<file path="src/verilog/pswc_pkg.sv">
package pswc_pkg;

    // ------------------------------------------------------------------
    // Register map (word offsets on the plain register port).
    // ------------------------------------------------------------------
    localparam logic [3:0] ADDR_POWER_SAVING    = 4'h9;
    localparam logic [3:0] ADDR_OPERATING_SPEED = 4'hA;
    localparam logic [3:0] ADDR_SUPPLY_VOLTAGE  = 4'hB;
    localparam logic [3:0] ADDR_OUTPUT_CONTROL0 = 4'h0;
    localparam logic [3:0] ADDR_CA_DRIVE        = 4'h3;
    localparam logic [3:0] ADDR_STATUS          = 4'hC;

    // ------------------------------------------------------------------
    // Field positions and reset values.
    // ------------------------------------------------------------------
    localparam int          WORD_BIT0          = 0;
    localparam int          WORD_BIT1          = 1;
    localparam int          WORD_BIT2          = 2;
    localparam int          WORD_BIT3          = 3;
    localparam int          OC0_FLOAT_EN_BIT   = 1;
    localparam logic [3:0]  POWER_SAVING_RST   = 4'h0;
    localparam logic [3:0]  SPEED_RST          = 4'h0;
    localparam logic [3:0]  VOLTAGE_RST        = 4'h0;
    localparam logic [3:0]  OUTPUT_CONTROL_RST = 4'h0;
    localparam logic [3:0]  CA_DRIVE_RST       = 4'h0;

    // ------------------------------------------------------------------
    // Encodings.
    // ------------------------------------------------------------------
    localparam logic [2:0] SPEED_800      = 3'h0;
    localparam logic [2:0] SPEED_1066     = 3'h1;
    localparam logic [2:0] SPEED_1333     = 3'h2;
    localparam logic [2:0] SPEED_1600     = 3'h3;
    localparam logic [2:0] SPEED_1866     = 3'h4;
    localparam logic [2:0] SPEED_2133     = 3'h5;
    localparam logic [1:0] SUPPLY_1V50    = 2'h0;
    localparam logic [1:0] SUPPLY_1V35    = 2'h1;
    localparam logic [1:0] SUPPLY_1V25    = 2'h2;
    localparam logic [1:0] SUPPLY_RSVD    = 2'h3;

    // Drive code per output group: 2'h0 light, 2'h1 moderate, 2'h2 strong,
    // 2'h3 weak (2.5 to 3 times weaker than light).
    localparam logic [1:0] DRIVE_LIGHT    = 2'h0;
    localparam logic [1:0] DRIVE_WEAK     = 2'h3;

    typedef enum logic [1:0] {
        PSWC_CA_NORMAL,
        PSWC_CA_FLOAT,
        PSWC_CA_WEAK
    } pswc_ca_mode_type;

    // Decoded configuration handed to the output stage.
    typedef struct packed {
        logic [2:0] speed_code;
        logic       speed_valid;
        logic [1:0] supply_mode;
        logic       supply_valid;
        logic       vref_internal;
    } pswc_config_type;

    // Drive strength per output group.
    typedef struct packed {
        logic [1:0] ca_drive;
        logic [1:0] ctrl_drive;
        logic [1:0] clk_drive;
    } pswc_drive_type;

endpackage

</file>
<file path="src/verilog/pswc_ctrl_words.sv">
// Functional notes
// RULE_01: Idle CA outputs: normal, float or weak.
// RULE_02: Weak drive on CA outputs only.
// RULE_03: Float enable set: bit0 picks float/weak.
// RULE_04: Power down off by default, mode ignored.
// RULE_05: Enabled: enter when both clock enables low.
// RULE_06: Bit2 chooses termination and ODT in power down.
// RULE_07: Speed word bits 2..0 give data rate.
// RULE_08: Voltage word bits 1..0 give supply.
// RULE_09: Voltage bit2 selects CA reference source.
// RULE_10: Controller programs voltage word to match supply.
// RULE_11: Drive set per CA, control, clock group; the code fixes control and clock at light.
// RULE_12: Either clock enable high exits power down.
//
// Local design decisions: the address-and-strobe port and the register offsets.
module pswc_ctrl_words #(
    parameter int NUM_CS  = 4,
    parameter int NUM_ODT = 2
) (
    input  wire logic               clk,
    input  wire logic               reset_n,
    input  wire logic [3:0]         reg_addr,
    input  wire logic [3:0]         reg_wdata,
    input  wire logic               reg_write,
    input  wire logic               reg_read,
    output      logic [3:0]         reg_rdata,
    input  wire logic [NUM_CS-1:0]  chip_select_in_n,
    input  wire logic               clk_enable_in0,
    input  wire logic               clk_enable_in1,
    input  wire logic [NUM_ODT-1:0] odt_in,
    output      logic [NUM_ODT-1:0] odt_out,
    output      logic               ca_out_enable_n,
    output      logic [1:0]         ca_drive,
    output      logic [1:0]         ctrl_drive,
    output      logic [1:0]         clk_drive,
    output      logic               input_termination,
    output      logic               power_down,
    output      logic [2:0]         speed_code,
    output      logic               speed_valid,
    output      logic [1:0]         supply_mode,
    output      logic               supply_valid,
    output      logic               ca_reference_voltage
);

    // ------------------------------------------------------------------
    // Control word storage.
    // ------------------------------------------------------------------
    logic [3:0] power_saving_word_reg;
    logic [3:0] operating_speed_word_reg;
    logic [3:0] supply_voltage_word_reg;
    logic [3:0] output_control_word0_reg;
    logic [3:0] ca_drive_word_reg;
    logic       power_down_reg;
    logic       power_down_next;
    logic [3:0] rdata_next;
    logic [1:0] ca_drive_next;
    logic [NUM_ODT-1:0] odt_next;
    pswc_pkg::pswc_ca_mode_type ca_mode;
    pswc_pkg::pswc_config_type  cfg_next;
    pswc_pkg::pswc_config_type  cfg_q;
    pswc_pkg::pswc_drive_type   drv_next;
    pswc_pkg::pswc_drive_type   drv_q;
    logic       all_deselected;
    logic       pd_enable;
    logic       pd_term_off;

    // Words are write-only to the controller; writes to other offsets drop.
    always_ff @(posedge clk or negedge reset_n) begin
        if (!reset_n) begin
            power_saving_word_reg    <= pswc_pkg::POWER_SAVING_RST;
            operating_speed_word_reg <= pswc_pkg::SPEED_RST;
            supply_voltage_word_reg  <= pswc_pkg::VOLTAGE_RST;
            output_control_word0_reg <= pswc_pkg::OUTPUT_CONTROL_RST;
            ca_drive_word_reg        <= pswc_pkg::CA_DRIVE_RST;
        end else if (reg_write) begin
            if (reg_addr == pswc_pkg::ADDR_POWER_SAVING) begin
                power_saving_word_reg <= reg_wdata;
            end else if (reg_addr == pswc_pkg::ADDR_OPERATING_SPEED) begin
                operating_speed_word_reg <= reg_wdata;
            end else if (reg_addr == pswc_pkg::ADDR_SUPPLY_VOLTAGE) begin
                supply_voltage_word_reg <= reg_wdata;
            end else if (reg_addr == pswc_pkg::ADDR_OUTPUT_CONTROL0) begin
                output_control_word0_reg <= reg_wdata;
            end else if (reg_addr == pswc_pkg::ADDR_CA_DRIVE) begin
                ca_drive_word_reg <= reg_wdata;
            end
        end
    end

    // ------------------------------------------------------------------
    // Read port: only the status word reads back, the rest read zero.
    // ------------------------------------------------------------------
    always_comb begin
        rdata_next = 4'h0;
        if (reg_read && reg_addr == pswc_pkg::ADDR_STATUS) begin
            rdata_next = {1'b0, ca_mode == pswc_pkg::PSWC_CA_FLOAT,
                          ca_mode == pswc_pkg::PSWC_CA_WEAK, power_down_reg};
        end
    end

    // Read data stands only in the cycle after the strobe.
    always_ff @(posedge clk or negedge reset_n) begin
        if (!reset_n) begin
            reg_rdata <= 4'h0;
        end else begin
            reg_rdata <= rdata_next;
        end
    end

    // ------------------------------------------------------------------
    // CKE power down.
    // ------------------------------------------------------------------
    assign pd_enable   = power_saving_word_reg[pswc_pkg::WORD_BIT3];
    assign pd_term_off = power_saving_word_reg[pswc_pkg::WORD_BIT2];

    // Mode bit is only looked at once power down is enabled.
    always_comb begin
        power_down_next = power_down_reg;
        if (!pd_enable) begin
            power_down_next = 1'b0;                                 // [RULE_04]
        end else if (!clk_enable_in0 && !clk_enable_in1) begin
            power_down_next = 1'b1;                                 // [RULE_05]
        end else if (clk_enable_in0 || clk_enable_in1) begin
            power_down_next = 1'b0;                                 // [RULE_12]
        end
    end

    always_ff @(posedge clk or negedge reset_n) begin
        if (!reset_n) begin
            power_down_reg <= 1'b0;
        end else begin
            power_down_reg <= power_down_next;
        end
    end

    // Termination and ODT pass-through depend on the mode bit.
    always_comb begin
        odt_next = odt_in;
        if (power_down_next && pd_term_off) begin
            odt_next = '0;                                          // [RULE_06]
        end
    end

    always_ff @(posedge clk or negedge reset_n) begin
        if (!reset_n) begin
            odt_out           <= '0;
            input_termination <= 1'b1;
        end else begin
            odt_out           <= odt_next;
            input_termination <= !(power_down_next && pd_term_off); // [RULE_06]
        end
    end

    // ------------------------------------------------------------------
    // Idle CA output mode.
    // ------------------------------------------------------------------
    assign all_deselected = &chip_select_in_n;

    // Float only when enabled in word 0; bit 0 of the power saving word then chooses weak over float.
    always_comb begin
        ca_mode = pswc_pkg::PSWC_CA_NORMAL;
        if (all_deselected &&
            output_control_word0_reg[pswc_pkg::OC0_FLOAT_EN_BIT]) begin
            if (power_saving_word_reg[pswc_pkg::WORD_BIT0]) begin
                ca_mode = pswc_pkg::PSWC_CA_WEAK;                   // [RULE_03]
            end else begin
                ca_mode = pswc_pkg::PSWC_CA_FLOAT;                  // [RULE_03]
            end
        end
    end

    // Weak drive replaces only the CA group's strength; control and clock
    // groups stay fixed at light.
    always_comb begin
        ca_drive_next = ca_drive_word_reg[1:0];
        if (ca_mode == pswc_pkg::PSWC_CA_WEAK) begin
            ca_drive_next = pswc_pkg::DRIVE_WEAK;                   // [RULE_02]
        end
        drv_next.ca_drive   = ca_drive_next;                        // [RULE_11]
        drv_next.ctrl_drive = pswc_pkg::DRIVE_LIGHT;                // [RULE_11]
        drv_next.clk_drive  = pswc_pkg::DRIVE_LIGHT;                // [RULE_11]
    end

    pswc_sync_ff #(
        .WIDTH ($bits(pswc_pkg::pswc_drive_type)),
        .RST   ('0)
    ) u_drive_ff (
        .clk     (clk),
        .reset_n (reset_n),
        .d       (drv_next),
        .q       (drv_q)
    );

    assign ca_drive   = drv_q.ca_drive;
    assign ctrl_drive = drv_q.ctrl_drive;
    assign clk_drive  = drv_q.clk_drive;

    // Output enable is low while driving; float raises it.
    always_ff @(posedge clk or negedge reset_n) begin
        if (!reset_n) begin
            ca_out_enable_n <= 1'b0;
        end else begin
            ca_out_enable_n <= (ca_mode == pswc_pkg::PSWC_CA_FLOAT); // [RULE_01]
        end
    end

    // ------------------------------------------------------------------
    // Speed and supply decode; the supply word is trusted as programmed.
    // ------------------------------------------------------------------
    always_comb begin
        cfg_next.speed_code    = operating_speed_word_reg[2:0];          // [RULE_07]
        cfg_next.speed_valid   = operating_speed_word_reg[2:0] <= pswc_pkg::SPEED_2133;
        cfg_next.supply_mode   = supply_voltage_word_reg[1:0];           // [RULE_08]
        cfg_next.supply_valid  = supply_voltage_word_reg[1:0] != pswc_pkg::SUPPLY_RSVD;
        cfg_next.vref_internal = supply_voltage_word_reg[pswc_pkg::WORD_BIT2]; // [RULE_09]
    end

    pswc_sync_ff #(
        .WIDTH ($bits(pswc_pkg::pswc_config_type)),
        .RST   ('0)
    ) u_config_ff (
        .clk     (clk),
        .reset_n (reset_n),
        .d       (cfg_next),
        .q       (cfg_q)
    );

    assign speed_code           = cfg_q.speed_code;
    assign speed_valid          = cfg_q.speed_valid;
    assign supply_mode          = cfg_q.supply_mode;
    assign supply_valid         = cfg_q.supply_valid;
    assign ca_reference_voltage = cfg_q.vref_internal;
    assign power_down           = power_down_reg;

    // ------------------------------------------------------------------
    // Checks.
    // ------------------------------------------------------------------
    pd_disabled_a: assert property (@(posedge clk) disable iff (!reset_n) // [RULE_04]
        !pd_enable |=> !power_down_reg)
        else $error("power down entered while disabled");

    pd_entry_a: assert property (@(posedge clk) disable iff (!reset_n) // [RULE_05]
        pd_enable && !clk_enable_in0 && !clk_enable_in1 |=> power_down_reg)
        else $error("power down not entered");

    pd_exit_a: assert property (@(posedge clk) disable iff (!reset_n) // [RULE_12]
        power_down_reg && (clk_enable_in0 || clk_enable_in1) |=> !power_down_reg)
        else $error("power down not left");

    odt_hold_a: assert property (@(posedge clk) disable iff (!reset_n) // [RULE_06]
        power_down_next && pd_term_off |=> odt_out == '0 && !input_termination)
        else $error("odt not held low");

    odt_follow_a: assert property (@(posedge clk) disable iff (!reset_n) // [RULE_06]
        !(power_down_next && pd_term_off) |=> odt_out == $past(odt_in))
        else $error("odt not following input");

    ca_float_a: assert property (@(posedge clk) disable iff (!reset_n) // [RULE_03]
        all_deselected && output_control_word0_reg[1] && !power_saving_word_reg[0]
        |=> ca_out_enable_n)
        else $error("idle outputs not floated");

    ca_weak_a: assert property (@(posedge clk) disable iff (!reset_n) // [RULE_02]
        ca_mode == pswc_pkg::PSWC_CA_WEAK |=> ca_drive == pswc_pkg::DRIVE_WEAK
        && ctrl_drive == pswc_pkg::DRIVE_LIGHT)
        else $error("weak drive not applied");

    ca_normal_a: assert property (@(posedge clk) disable iff (!reset_n) // [RULE_01]
        !all_deselected |=> !ca_out_enable_n && ca_drive == $past(ca_drive_word_reg[1:0]))
        else $error("selected outputs not in normal drive");

    speed_word_a: assert property (@(posedge clk) disable iff (!reset_n) // [RULE_07]
        reg_write && reg_addr == pswc_pkg::ADDR_OPERATING_SPEED
        |=> ##1 speed_code == $past(reg_wdata[2:0], 2))
        else $error("speed code wrong");

    vref_sel_a: assert property (@(posedge clk) disable iff (!reset_n) // [RULE_09]
        reg_write && reg_addr == pswc_pkg::ADDR_SUPPLY_VOLTAGE
        |=> ##1 ca_reference_voltage == $past(reg_wdata[2], 2)
        && supply_mode == $past(reg_wdata[1:0], 2))                   // [RULE_08]
        else $error("voltage word decode wrong");

    // Reserved rate codes are the two with bits 2 and 1 both set.
    speed_valid_a: assert property (@(posedge clk) disable iff (!reset_n) // [RULE_07]
        reg_write && reg_addr == pswc_pkg::ADDR_OPERATING_SPEED
        |=> ##1 speed_valid == !($past(reg_wdata[2], 2) && $past(reg_wdata[1], 2)))
        else $error("speed valid flag wrong");

    // Only the all-ones supply code is reserved.
    supply_valid_a: assert property (@(posedge clk) disable iff (!reset_n) // [RULE_08]
        reg_write && reg_addr == pswc_pkg::ADDR_SUPPLY_VOLTAGE
        |=> ##1 supply_valid == !($past(reg_wdata[1], 2) && $past(reg_wdata[0], 2)))
        else $error("supply valid flag wrong");

    // While power down is disabled the mode bit must change nothing.
    pd_ignored_a: assert property (@(posedge clk) disable iff (!reset_n) // [RULE_04]
        !pd_enable |=> input_termination && odt_out == $past(odt_in))
        else $error("mode bit acted while disabled");

    // Power down with the mode bit clear keeps termination and ODT alive.
    pd_term_on_a: assert property (@(posedge clk) disable iff (!reset_n) // [RULE_06]
        power_down_next && !pd_term_off
        |=> input_termination && odt_out == $past(odt_in))
        else $error("termination dropped in power down");

    // Termination is only ever switched off by the mode bit.
    term_on_a: assert property (@(posedge clk) disable iff (!reset_n) // [RULE_06]
        !pd_term_off |=> input_termination)
        else $error("termination off without mode bit");

    // Weak drive still drives, so the output enable stays low.
    weak_driven_a: assert property (@(posedge clk) disable iff (!reset_n) // [RULE_02]
        ca_mode == pswc_pkg::PSWC_CA_WEAK |=> !ca_out_enable_n)
        else $error("weak mode floated the outputs");

    // Outside weak drive the CA group keeps its own strength word.
    ca_group_a: assert property (@(posedge clk) disable iff (!reset_n) // [RULE_11]
        ca_mode != pswc_pkg::PSWC_CA_WEAK |=> ca_drive == $past(ca_drive_word_reg[1:0]))
        else $error("CA group strength wrong");

    // Status reads report the power-down state of the read cycle.
    status_pd_a: assert property (@(posedge clk) disable iff (!reset_n) // [RULE_05]
        reg_read && reg_addr == pswc_pkg::ADDR_STATUS
        |=> reg_rdata[0] == $past(power_down_reg))
        else $error("status power down bit wrong");

    // The float bit of the status word agrees with the floated outputs.
    status_float_a: assert property (@(posedge clk) disable iff (!reset_n) // [RULE_03]
        reg_read && reg_addr == pswc_pkg::ADDR_STATUS |=> reg_rdata[2] == ca_out_enable_n)
        else $error("status float bit wrong");

    // Read data live one cycle; without a read strobe the port reads zero.
    rdata_idle_a: assert property (@(posedge clk) disable iff (!reset_n) // [RULE_05]
        !reg_read |=> reg_rdata == 4'h0)
        else $error("read data outside a read cycle");

    // Coverage of the main scenarios: entry, exit, weak, float, held ODT.
    pd_entry_c: cover property (@(posedge clk) disable iff (!reset_n)
        !power_down_reg ##1 power_down_reg);
    weak_c: cover property (@(posedge clk) disable iff (!reset_n)
        ca_mode == pswc_pkg::PSWC_CA_WEAK);
    float_c: cover property (@(posedge clk) disable iff (!reset_n)
        ca_mode == pswc_pkg::PSWC_CA_FLOAT);
    pd_exit_c: cover property (@(posedge clk) disable iff (!reset_n)
        power_down_reg ##1 !power_down_reg);
    odt_held_c: cover property (@(posedge clk) disable iff (!reset_n)
        power_down_reg && !input_termination);

endmodule // pswc_ctrl_words

</file>
<file path="src/verilog/pswc_sync_ff.sv">
// Plain data register with reset value; one holds all three drive groups, one the decoded configuration.
module pswc_sync_ff #(
    parameter int         WIDTH = 1,
    parameter logic [WIDTH-1:0] RST = '0
) (
    input  wire logic             clk,
    input  wire logic             reset_n,
    input  wire logic [WIDTH-1:0] d,
    output      logic [WIDTH-1:0] q
);

    // Registers the value on every edge; reset gives the constant.
    always_ff @(posedge clk or negedge reset_n) begin
        if (!reset_n) begin
            q <= RST;
        end else begin
            q <= d;
        end
    end

endmodule // pswc_sync_ff

</file>
<file path="config.mk">
export PLATFORM = sky130hd
export DESIGN_NAME = pswc_ctrl_words
export DESIGN_NICKNAME = d
export VERILOG_FILES = /design/src/verilog/pswc_pkg.sv /design/src/verilog/pswc_ctrl_words.sv /design/src/verilog/pswc_sync_ff.sv
export SDC_FILE = /design/constraint.sdc
export NUM_CORES = 1
export LEC_CHECK = 0
export ABC_AREA = 1
export BUFFER_PORTS_ARGS = -buffer_cell sky130_fd_sc_hd__buf_2
export CAP_MARGIN = 20
export CELL_PAD_IN_SITES_DETAIL_PLACEMENT = 0
export CELL_PAD_IN_SITES_GLOBAL_PLACEMENT = 1
export CORE_ASPECT_RATIO = 2
export CORE_MARGIN = 3
export CORE_UTILIZATION = 31
export DETAILED_ROUTE_END_ITERATION = 8
export PLACE_DENSITY_LB_ADDON = 0.2
export SYNTH_ARGS = -nofsm -noshare
export SYNTH_HDL_FRONTEND = slang
export SYNTH_SLANG_ARGS = --single-unit
</file>
<file path="constraint.sdc">
create_clock -name clk -period 0.8 [get_ports clk]
set_input_delay 0.2 -clock clk [delete_from_list [all_inputs] [get_ports clk]]
set_output_delay 0.2 -clock clk [all_outputs]
set_load 0.005 [all_outputs]
</file>
==> flow_summary_export.csv, run 1 <==
group,metric,value,unit
finish,final_cells,226,
worst_setup_path,path_class,"flip-flop to output pin",
place,dp_hpwl,1870,microns
finish,num_antenna_cells,0,
finish,final_area,1590,sq um
sta,setup_viol,20,
clocking,cts_tree,"done",
place,dpl.cell_count,214,
grt,grt_pass1_wl,3860,microns
worst_setup_path,rrSetupSlack,-0.04,ns
clocking,clk_latency,0.27,ns
floorplan,ios,43,
finish,nFillCells,356,
clocking,clockBufferDepth,2,
power,leakage,0.899,nW
worst_setup_path,cp_max_fo,1,
worst_setup_path,cp_num_cells,1,
place,globalplace.congestion,0.770,
power,ir_worst_vdd,0.00115,V
power,total_power,3.63,mW
hold_path,hold_class,"input port to flip-flop",
synth,synth_seq_cells,30,
sta,clock_skew,0.00259,ns
clocking,clock-sinks,30,
worst_setup_path,cp.arrival,0.88,ns
place,dpl_cell_area,1440,sq um
worst_setup_path,cp.required,0.60,ns
sta,setup-tns-final,-2.85,ns
route,viasPerCell,4.04,
hold_path,min_path_cells,3,
grt,antenna_found_initial,0,
worst_setup_path,end_kind,"output pin",
synth,syn_area,1160,sq um
synth,synth_top_area_frac,0.626,
finish,top_register,"u_config_ff.q",
sta,hold_viol,0,
finish,largest_reg_flops,8,
finish,drive_gt1_frac,0.343,
floorplan,dieArea,4550,sq um
synth,syn_area_per_cell,9.34,sq um
floorplan,start_util,0.332,
synth,synthTopCellsByArea,"dfrtp_1 63%, nand2_1 14%, inv_1 5.8%, nor2_1 3.6%, nand3_1 3.5%",
floorplan,core-area,3490,sq um
sta,fmax,927,MHz
synth,syn_inst,124,
worst_setup_path,slowest_stage,"dfstp_2",
floorplan,dieHeight,92.5,microns
worst_setup_path,path_delay_family,"flip-flops",
outcome,status,"complete, but fails checks",
floorplan,die_w,49.2,microns
route,totalWireLength,2410,microns
clocking,root_buffer,"clkbuf_8",
worst_setup_path,rr_worst_depth,4,
finish,regArea,752,sq um
worst_setup_path,reg2reg_from,"output_control_word0_reg[1]",
synth,ys_warn_count,0,
route,dr.first_iter.drc_count,12,
clocking,cts_buffers,5,
outcome,failed_checks,"setup timing",
finish,nNetsFinal,197,
route,dr_total_vias,913,
route,ant_nets,0,
grt,overflow,0,
worst_setup_path,cp_num_buf_inv,1,
power,powerDensity,2290,nW/um^2
floorplan,fp-row-count,30,
sta,setup_slack,-0.279,ns
finish,multi_input_area,332,sq um
worst_setup_path,r2r-end,"reg_rdata[2]",
sta,drv_slew,0,
synth,yosysTopAreaCell,"dfrtp_1",
worst_setup_path,cp_cell_sequence,"buf_6",
grt,first_global_vias,882,
route,drt_first_pass_iters,4,
worst_setup_path,startpoint,"input_termination",
worst_setup_path,critPathMaxStageDelay,0.52,ns
sta,min_period_over_period,1.35,
route,post_drt_wl_per_cell,10.7,microns
finish,areaGrowthSynthToFinish,37.0,%
synth,ys_types,13,
sta,period_needed,1.08,ns
synth,synth-seq-area-share,0.649,
flow_run,cap_viol_max_count,0,
grt,track_usage,0.114,
grt,grt_max_degree,31,
place,port_buffers,37,
clocking,clk_pin_slew,0.06,ns
worst_setup_path,start_kind,"flip-flop",
clocking,htreeDepth,2,
route,drcViolationCount,0,
sta,rsz0062_at_grt,"true",
worst_setup_path,crit_path_end,"input_termination",
-- power by group --
group | switching (mW) | internal, mW
sequential | 0.112 | 1.76
combinational | 0.272 | 0.286
clock | 0.504 | 0.692
total | 0.888 | 2.74
-- cells by family after synthesis --
| kind of cell | after synthesis | share of synthesized area |
|---|---|---|
| buf+inv | 23 | 0.0907 |
| compound gates | 3 | 0.0194 |
| simple gates | 67 | 0.238 |
| flops | 30 | 0.649 |
| other cells | 1 | 0.00324 |
-- synthesized netlist by cell type --
| library cell | count |
|---|---|
| nor2_2 | 1 |
| o21bai_1 | 3 |
| nand3b_1 | 1 |
| dfrtp_1 | 29 |
| dfstp_2 | 1 |
| buf_4 | 5 |
| nand3_1 | 8 |
| inv_1 | 18 |
| nor2_1 | 11 |
| nand2_2 | 1 |
| nand4_1 | 2 |
| conb_1 | 1 |
| nand2_1 | 43 |
-- per-stage QoR --
stage / utilization / setup WS (ns) / hold slack [ns]
floorplan: - / 0.0569 / -0.0956
global route: 0.455 / -0.308 / 0.117
CTS: 0.446 / -0.296 / 0.108
global placement: 0.412 / -0.159 / 0.160
finish: 0.455 / -0.279 / 0.118
detailed placement: 0.412 / -0.153 / 0.160
-- cell usage in the layout, fill, tap and decap left out --
cell and count:
nand2_1 41, buf_2 36, dfrtp_1 29, inv_1 18, nor2_1 9, nand3_1 7, buf_4 7, clkbuf_8 6
conb_1 5, nor2_2 3, nand2_2 3, o21bai_1 3, nand4_1 2, buf_6 2, nand3_2 1, nand3b_1 1
clkbuf_1 1, clkinv_2 1, dlygate4sd3_1 1, dfstp_2 1, buf_12 1
-- cell type report --
type | instances | area share
Clock inverter | 1 | 0.00315
Timing Repair Buffer | 47 | 0.180
Sequential cell | 30 | 0.474
Multi-Input combinational cell | 75 | 0.209
Clock buffer | 7 | 0.0544
Inverter | 18 | 0.0426
Tap cell | 48 | 0.0378
-- timing repair --
item,4_1_cts,5_1_grt
setup endpoints to repair,21,26
gates resized for setup,2,5
endpoints found under the hold margin,29,0
hold buffers,1,0
buffers inserted,1,2
-- routing by layer --
layer,global-route usage,wire (microns),up-vias
li1,-,-,466
met1,0.111,834,408
met2,0.205,1380,32
met3,0.0322,132,7
met4,0.0713,63,0
met5,0,0,-
-- worst min path at each step --
stage / startpoint / end
global placement: reset_n / u_config_ff.q[1]
finish: odt_in[0] / odt_out[0]
floorplan: reset_n / ca_drive_word_reg[0]
detailed placement: reset_n / u_config_ff.q[3]
CTS: odt_in[1] / odt_out[1]
global route: odt_in[1] / odt_out[1]
Power figures use the tool's default switching activity.
==> inputs of run 2 (changes only) <==
--- a/config.mk
+++ b/config.mk
@@ -6,6 +6,7 @@
 export NUM_CORES = 1
 export LEC_CHECK = 0
 export ABC_AREA = 1
+export ABC_CLOCK_PERIOD_IN_PS = 800
 export BUFFER_PORTS_ARGS = -buffer_cell sky130_fd_sc_hd__buf_2
 export CAP_MARGIN = 20
 export CELL_PAD_IN_SITES_DETAIL_PLACEMENT = 0
@@ -13,6 +14,7 @@
 export CORE_ASPECT_RATIO = 2
 export CORE_MARGIN = 3
 export CORE_UTILIZATION = 31
+export CTS_BUF_LIST = sky130_fd_sc_hd__clkbuf_16
 export DETAILED_ROUTE_END_ITERATION = 8
 export PLACE_DENSITY_LB_ADDON = 0.2
 export SYNTH_ARGS = -nofsm -noshare
==> run 2 against run 1 <==
Compared with the run above:
- the run still ends with setup timing left
- critical path depth stayed put
- register-to-register slack about the same
- sequential power barely moved
- first-iteration DRC count rose by 8.3%
==> flow_summary_export.csv, run 2 (synthesis gave the netlist of run 1 again) <==
group,metric,value,unit
outcome,status,"complete, but fails checks",
outcome,failed_checks,"setup timing",
grt,grt_pass1_wl,3950,microns
finish,final_common_cell,"nand2_1",
worst_setup_path,cp_cell_sequence,"buf_6",
floorplan,ios,43,
hold_path,hold_class,"input port to flip-flop",
floorplan,core-area,3490,sq um
sta,rsz0062_at_grt,"true",
clocking,root_buffer,"clkbuf_16",
floorplan,die_w,49.2,microns
place,place_ws,-0.153,ns
worst_setup_path,startpoint,"input_termination",
worst_setup_path,path_delay_family,"flip-flops",
route,met2_length,1360,microns
grt,grt_max_degree,31,
sta,hold_viol,0,
route,highest_layer,"met4",
route,dr.first_iter.drc_count,13,
clocking,cts_buffers,5,
finish,areaGrowthSynthToFinish,41.0,%
worst_setup_path,start_kind,"flip-flop",
worst_setup_path,cp.required,0.60,ns
finish,largest_reg_flops,8,
worst_setup_path,path_class,"flip-flop to output pin",
worst_setup_path,cp.arrival,0.87,ns
place,dp_hpwl,1870,microns
clocking,clockBufferDepth,2,
worst_setup_path,critPathMaxStageDelay,0.52,ns
worst_setup_path,reg2reg_from,"output_control_word0_reg[1]",
finish,postLayoutCoreUtil,0.468,
route,wl_met1,879,microns
route,ant_nets,0,
sta,min_period_over_period,1.34,
worst_setup_path,cp_num_buf_inv,1,
worst_setup_path,slowest_stage,"dfstp_2",
floorplan,fp-row-count,30,
route,totalWireLength,2420,microns
finish,final_cell_mix,"41 x nand2_1, 36 x buf_2, 29 x dfrtp_1",
worst_setup_path,cp_max_fo,1,
sta,clock_skew,0.00226,ns
place,globalplace.congestion,0.770,
clocking,htreeDepth,2,
finish,nNetsFinal,197,
power,ir_worst_vdd,0.00159,V
route,drcViolationCount,0,
place,port_buffers,37,
finish,drive_gt1_frac,0.337,
power,powerDensity,2520,nW/um^2
sta,setup_slack,-0.268,ns
finish,num_antenna_cells,0,
finish,top_register,"u_config_ff.q",
flow_run,cap_viol_max_count,0,
floorplan,start_util,0.332,
route,viasPerCell,4.05,
sta,fmax,936,MHz
finish,nFillCells,350,
route,drt_first_pass_iters,3,
sta,setup_viol,20,
sta,period_needed,1.07,ns
grt,antenna_found_initial,0,
floorplan,dieHeight,92.5,microns
grt,overflow,0,
finish,multi_input_area,332,sq um
floorplan,dieArea,4550,sq um
hold_path,hp-start,"odt_in[1]",
finish,regArea,752,sq um
grt,track_usage,0.115,
route,dr_total_vias,916,
route,post_drt_wl_per_cell,10.7,microns
clocking,cts_tree,"done",
clocking,clk_pin_slew,0.05,ns
worst_setup_path,end_kind,"output pin",
sta,drv_slew,0,
power,leakage,0.923,nW
grt,first_global_vias,900,
clocking,clock-sinks,30,
route,dr_wl_met3,116,microns
clocking,clk_latency,0.27,ns
-- run 2: cell types whose count changed in the layout (fill, tap and decap cells not counted), sizes merged --
cell    previous run  this run
clkbuf             7         5
clkinv             1         2
inv               18        19
-- run 2: report_power, final --
part           switching, mW  internal (mW)
clock network          0.570           1.12
registers              0.111           1.77
logic                  0.272          0.286
total                  0.954           3.17
-- run 2: what timing repair did --
item	in CTS	in global routing
cloned	0	0
pin swaps	0	0
setup endpoints to repair	21	26
gates resized for setup	2	5
buffers inserted	1	2
hold endpoints to repair	29	0
hold buffers	1	0
-- run 2: path summary, 6_finish.rpt --
check / slack (ns) / end / cells after the start
setup / recovery: -0.27 / input_termination / 1
hold / removal: 0.12 / odt_out[1] / 3
setup reg to reg: -0.04 / reg_rdata[2] / 4
hold reg to reg: 0.38 / u_config_ff.q[0] / 0
max in group asynchronous: 0.14 / input_termination / 3
min in group asynchronous: 0.42 / supply_voltage_word_reg[1] / 3
-- run 2: stage by stage --
stage	cells	power (mW)	instance area [sq um]	setup TNS [ns]	hold slack, ns
floorplan	128	2.11	1170	0	-0.0956
global placement	214	2.40	1440	-1.60	0.160
detailed placement	214	2.41	1440	-1.72	0.160
CTS	224	4.15	1600	-2.85	0.120
global route	226	4.36	1630	-3.47	0.131
finish	226	4.12	1630	-2.66	0.125
-- run 2: cell type report --
| class | count | area share |
|---|---|---|
| clock buffers | 5 | 0.0766 |
| repair buffers | 47 | 0.175 |
| flip-flops and latches | 30 | 0.460 |
| clock inverters | 3 | 0.00766 |
| well taps | 48 | 0.0368 |
| multi-input cells | 75 | 0.203 |
| inverters | 18 | 0.0413 |
-- run 2: routing by layer --
metal | track usage | vias to the layer above
met5 | 0 | -
met4 | 0.0641 | 0
met3 | 0.0322 | 6
met2 | 0.206 | 30
met1 | 0.115 | 413
li1 | - | 467
==> inputs of run 3 (changes only) <==
--- a/config.mk
+++ b/config.mk
@@ -13,10 +13,12 @@
 export CELL_PAD_IN_SITES_GLOBAL_PLACEMENT = 1
 export CORE_ASPECT_RATIO = 2
 export CORE_MARGIN = 3
-export CORE_UTILIZATION = 31
+export CORE_UTILIZATION = 32
 export CTS_BUF_LIST = sky130_fd_sc_hd__clkbuf_16
 export DETAILED_ROUTE_END_ITERATION = 8
 export PLACE_DENSITY_LB_ADDON = 0.2
+export SLEW_MARGIN = 20
 export SYNTH_ARGS = -nofsm -noshare
 export SYNTH_HDL_FRONTEND = slang
+export SYNTH_HIERARCHICAL = 1
 export SYNTH_SLANG_ARGS = --single-unit
==> run 3 against run 2 <==
Compared with the run above:
- sequential power up 11%
- first-iteration DRC count fell by 100%
- largest power group is now clock
- synthesized area grew 7.0%
- clock power grew 46%
- critical path depth is the same
- the flow still finishes with violations (setup timing)
- largest cell class unchanged
- fmax down 0.76%
==> flow_summary_export.csv, run 3 <==
group,metric,value,unit
outcome,status,"complete, but fails checks",
outcome,failed_checks,"setup timing",
synth,yosysTopAreaCell,"dfrtp_1",
finish,final_cell_mix,"41 x nand2_1, 41 x buf_2, 33 x dfrtp_1",
synth,synth.most_common_cell,"nand2_1",
sta,setup_viol,22,
synth,yosys-mux-area-fraction,0,
finish,largest_reg_flops,8,
floorplan,dieArea,4700,sq um
worst_setup_path,cp_num_buf_inv,1,
synth,syn_area_per_cell,10.2,sq um
finish,num_antenna_cells,0,
place,dpl_cell_area,1590,sq um
grt,antenna_found_initial,0,
worst_setup_path,cp_max_fo,1,
finish,final_area,1820,sq um
route,drt_first_pass_iters,1,
floorplan,start_util,0.337,
route,dr.first_iter.drc_count,0,
clocking,clock-sinks,34,
synth,synth_seq_cells,34,
synth,synth_ff_type,"dfrtp_1",
power,power_frac_seq,0.408,
hold_path,hp-start,"clk_enable_in1",
worst_setup_path,cp_cell_sequence,"buf_2",
sta,fmax,929,MHz
synth,synthTopCellsByArea,"dfrtp_1 67%, nand2_1 12%, inv_1 4.2%, nand3_1 3.2%, nor2_1 2.7%",
route,drcViolationCount,0,
finish,top_register,"u_config_ff/q",
place,dp_hpwl,2020,microns
clocking,htreeDepth,2,
worst_setup_path,path_delay_family,"flip-flops",
finish,nNetsFinal,203,
sta,setup_slack,-0.277,ns
finish,reg_top3,"u_config_ff/q: 8 flops, u_drive_ff/q: 6 flops",
synth,synth-seq-area-share,0.687,
flow_run,cap_viol_max_count,0,
synth,synth_top_area_frac,0.666,
finish,drive_gt1_frac,0.391,
grt,grt_pass1_wl,4350,microns
synth,synth_top_family_by_area,"simple AND/OR/NAND/NOR gates",
worst_setup_path,slowest_stage,"dfstp_2",
synth,synthAdderAreaFrac,0,
floorplan,die_w,50.0,microns
hold_path,whs_endpoint,"power_down",
worst_setup_path,r2r-end,"reg_rdata[0]",
synth,synth_edf_count,0,
power,ir_worst_vdd,0.00163,V
grt,grt_max_degree,17,
place,port_buffers,41,
hold_path,hold_class,"input port to flip-flop",
route,dr_total_vias,990,
sta,clock_skew,0.00122,ns
worst_setup_path,rrSetupSlack,0.01,ns
power,leakage,0.988,nW
floorplan,core-area,3680,sq um
clocking,clk_pin_slew,0.05,ns
power,p_clk_frac,0.482,
synth,synth-simple-area-share,0.240,
finish,areaGrowthSynthToFinish,47.0,%
route,ant_nets,0,
clocking,cts_buffers,5,
worst_setup_path,cp.arrival,0.88,ns
sta,setup-tns-final,-3.36,ns
hold_path,min_path_cells,2,
worst_setup_path,rr_worst_depth,4,
grt,overflow,0,
synth,syn_area,1240,sq um
sta,period_needed,1.08,ns
synth,synth_commonest_cells,"41 x nand2_1, 33 x dfrtp_1, 14 x inv_1, 9 x nor2_1, 8 x nand3_1",
power,powerDensity,2810,nW/um^2
clocking,clk_latency,0.27,ns
place,dpl.cell_count,222,
power,swShare,0.212,
synth,synth_xor_area_frac,0,
synth,ys_types,16,
sta,rsz0062_at_grt,"true",
floorplan,fp-row-count,31,
grt,track_usage,0.125,
worst_setup_path,start_kind,"flip-flop",
clocking,cts_tree,"done",
power,total_power,5.12,mW
route,totalWireLength,2550,microns
route,post_drt_wl_per_cell,10.9,microns
place,globalplace.congestion,0.753,
clocking,clockBufferDepth,2,
worst_setup_path,end_kind,"output pin",
floorplan,ios,43,
synth,syn_inst,122,
sta,hold_viol,0,
power,power.internal,4.03,mW
finish,final_cells,233,
synth,ys_warn_count,6,
worst_setup_path,path_class,"flip-flop to output pin",
grt,first_global_vias,993,
worst_setup_path,reg2reg_from,"power_down",
floorplan,dieHeight,94.0,microns
synth,synth_compound_area_frac,0.0182,
sta,min_period_over_period,1.35,
worst_setup_path,critPathMaxStageDelay,0.51,ns
sta,drv_slew,0,
power,power_frac_comb,0.110,
clocking,root_buffer,"clkbuf_16",
worst_setup_path,cp.required,0.60,ns
synth,async_flop_share,1.00,
power,p_sw,1.09,mW
route,viasPerCell,4.25,
place,place_ws,-0.153,ns
==> run 3: power groups by stage <==
| stage | logic (mW) | clock network, mW | registers [mW] |
|---|---|---|---|
| 6_report | 0.561 | 2.47 | 2.09 |
| 3_3_place_gp | 0.533 | 0 | 2.11 |
| 4_1_cts | 0.567 | 2.53 | 2.09 |
| 3_5_place_dp | 0.551 | 0 | 2.12 |
| 5_1_grt | 0.640 | 2.59 | 2.13 |
| 2_1_floorplan | 0.210 | 0 | 2.11 |
==> run 3: area by class of cell <==
| type | instances | area, sq um |
|---|---|---|
| clock buffers | 5 | 125 |
| clock inverters | 3 | 68.8 |
| fillers | 364 | 1860 |
| inverters | 15 | 56.3 |
| multi-input cells | 76 | 352 |
| flip-flops and latches | 34 | 852 |
| well taps | 49 | 61.3 |
| repair buffers | 51 | 308 |
==> run 3: kinds of logic after synthesis <==
family / Yosys count
buffers and inverters: 16
DFF: 34
and+or+nand+nor: 68
other: 1
AOI/OAI and AO/OA: 3
==> run 3: worst max-delay path by stage <==
stage | startpoint | endpoint | slack, ns | cells past startpoint
after floorplan | output_control_word0_reg[1] | reg_rdata[1] | 0.07 | 4
after global placement | reg_addr[1] | reg_rdata[1] | -0.12 | 4
after detailed placement | reg_addr[0] | reg_rdata[1] | -0.15 | 4
after CTS | input_termination | input_termination | -0.29 | 1
after global routing | input_termination | input_termination | -0.29 | 1
final | input_termination | input_termination | -0.28 | 1
==> run 3: metal layers <==
metal	up-vias	GRT usage	share of wire
met5	-	0	0
met4	0	0.0762	0.026
met3	7	0.0334	0.066
met2	39	0.221	0.53
met1	455	0.126	0.38
li1	489	-	-
==> run 3: what timing repair did <==
item                                   in CTS  in global routing
setup buffers                               1                  1
endpoints found under the hold margin      33                  0
pin swaps                                   1                  2
hold buffers                                1                  0
resized for setup                           2                  3
setup endpoints to repair                  23                 27
==> run 3: stage by stage <==
step / hold slack [ns] / utilization
floorplan: -0.0956 / -
global placement: 0.0515 / 0.432
detailed placement: 0.0492 / 0.432
CTS: 0.0903 / 0.491
global route: 0.102 / 0.495
finish: 0.0954 / 0.495
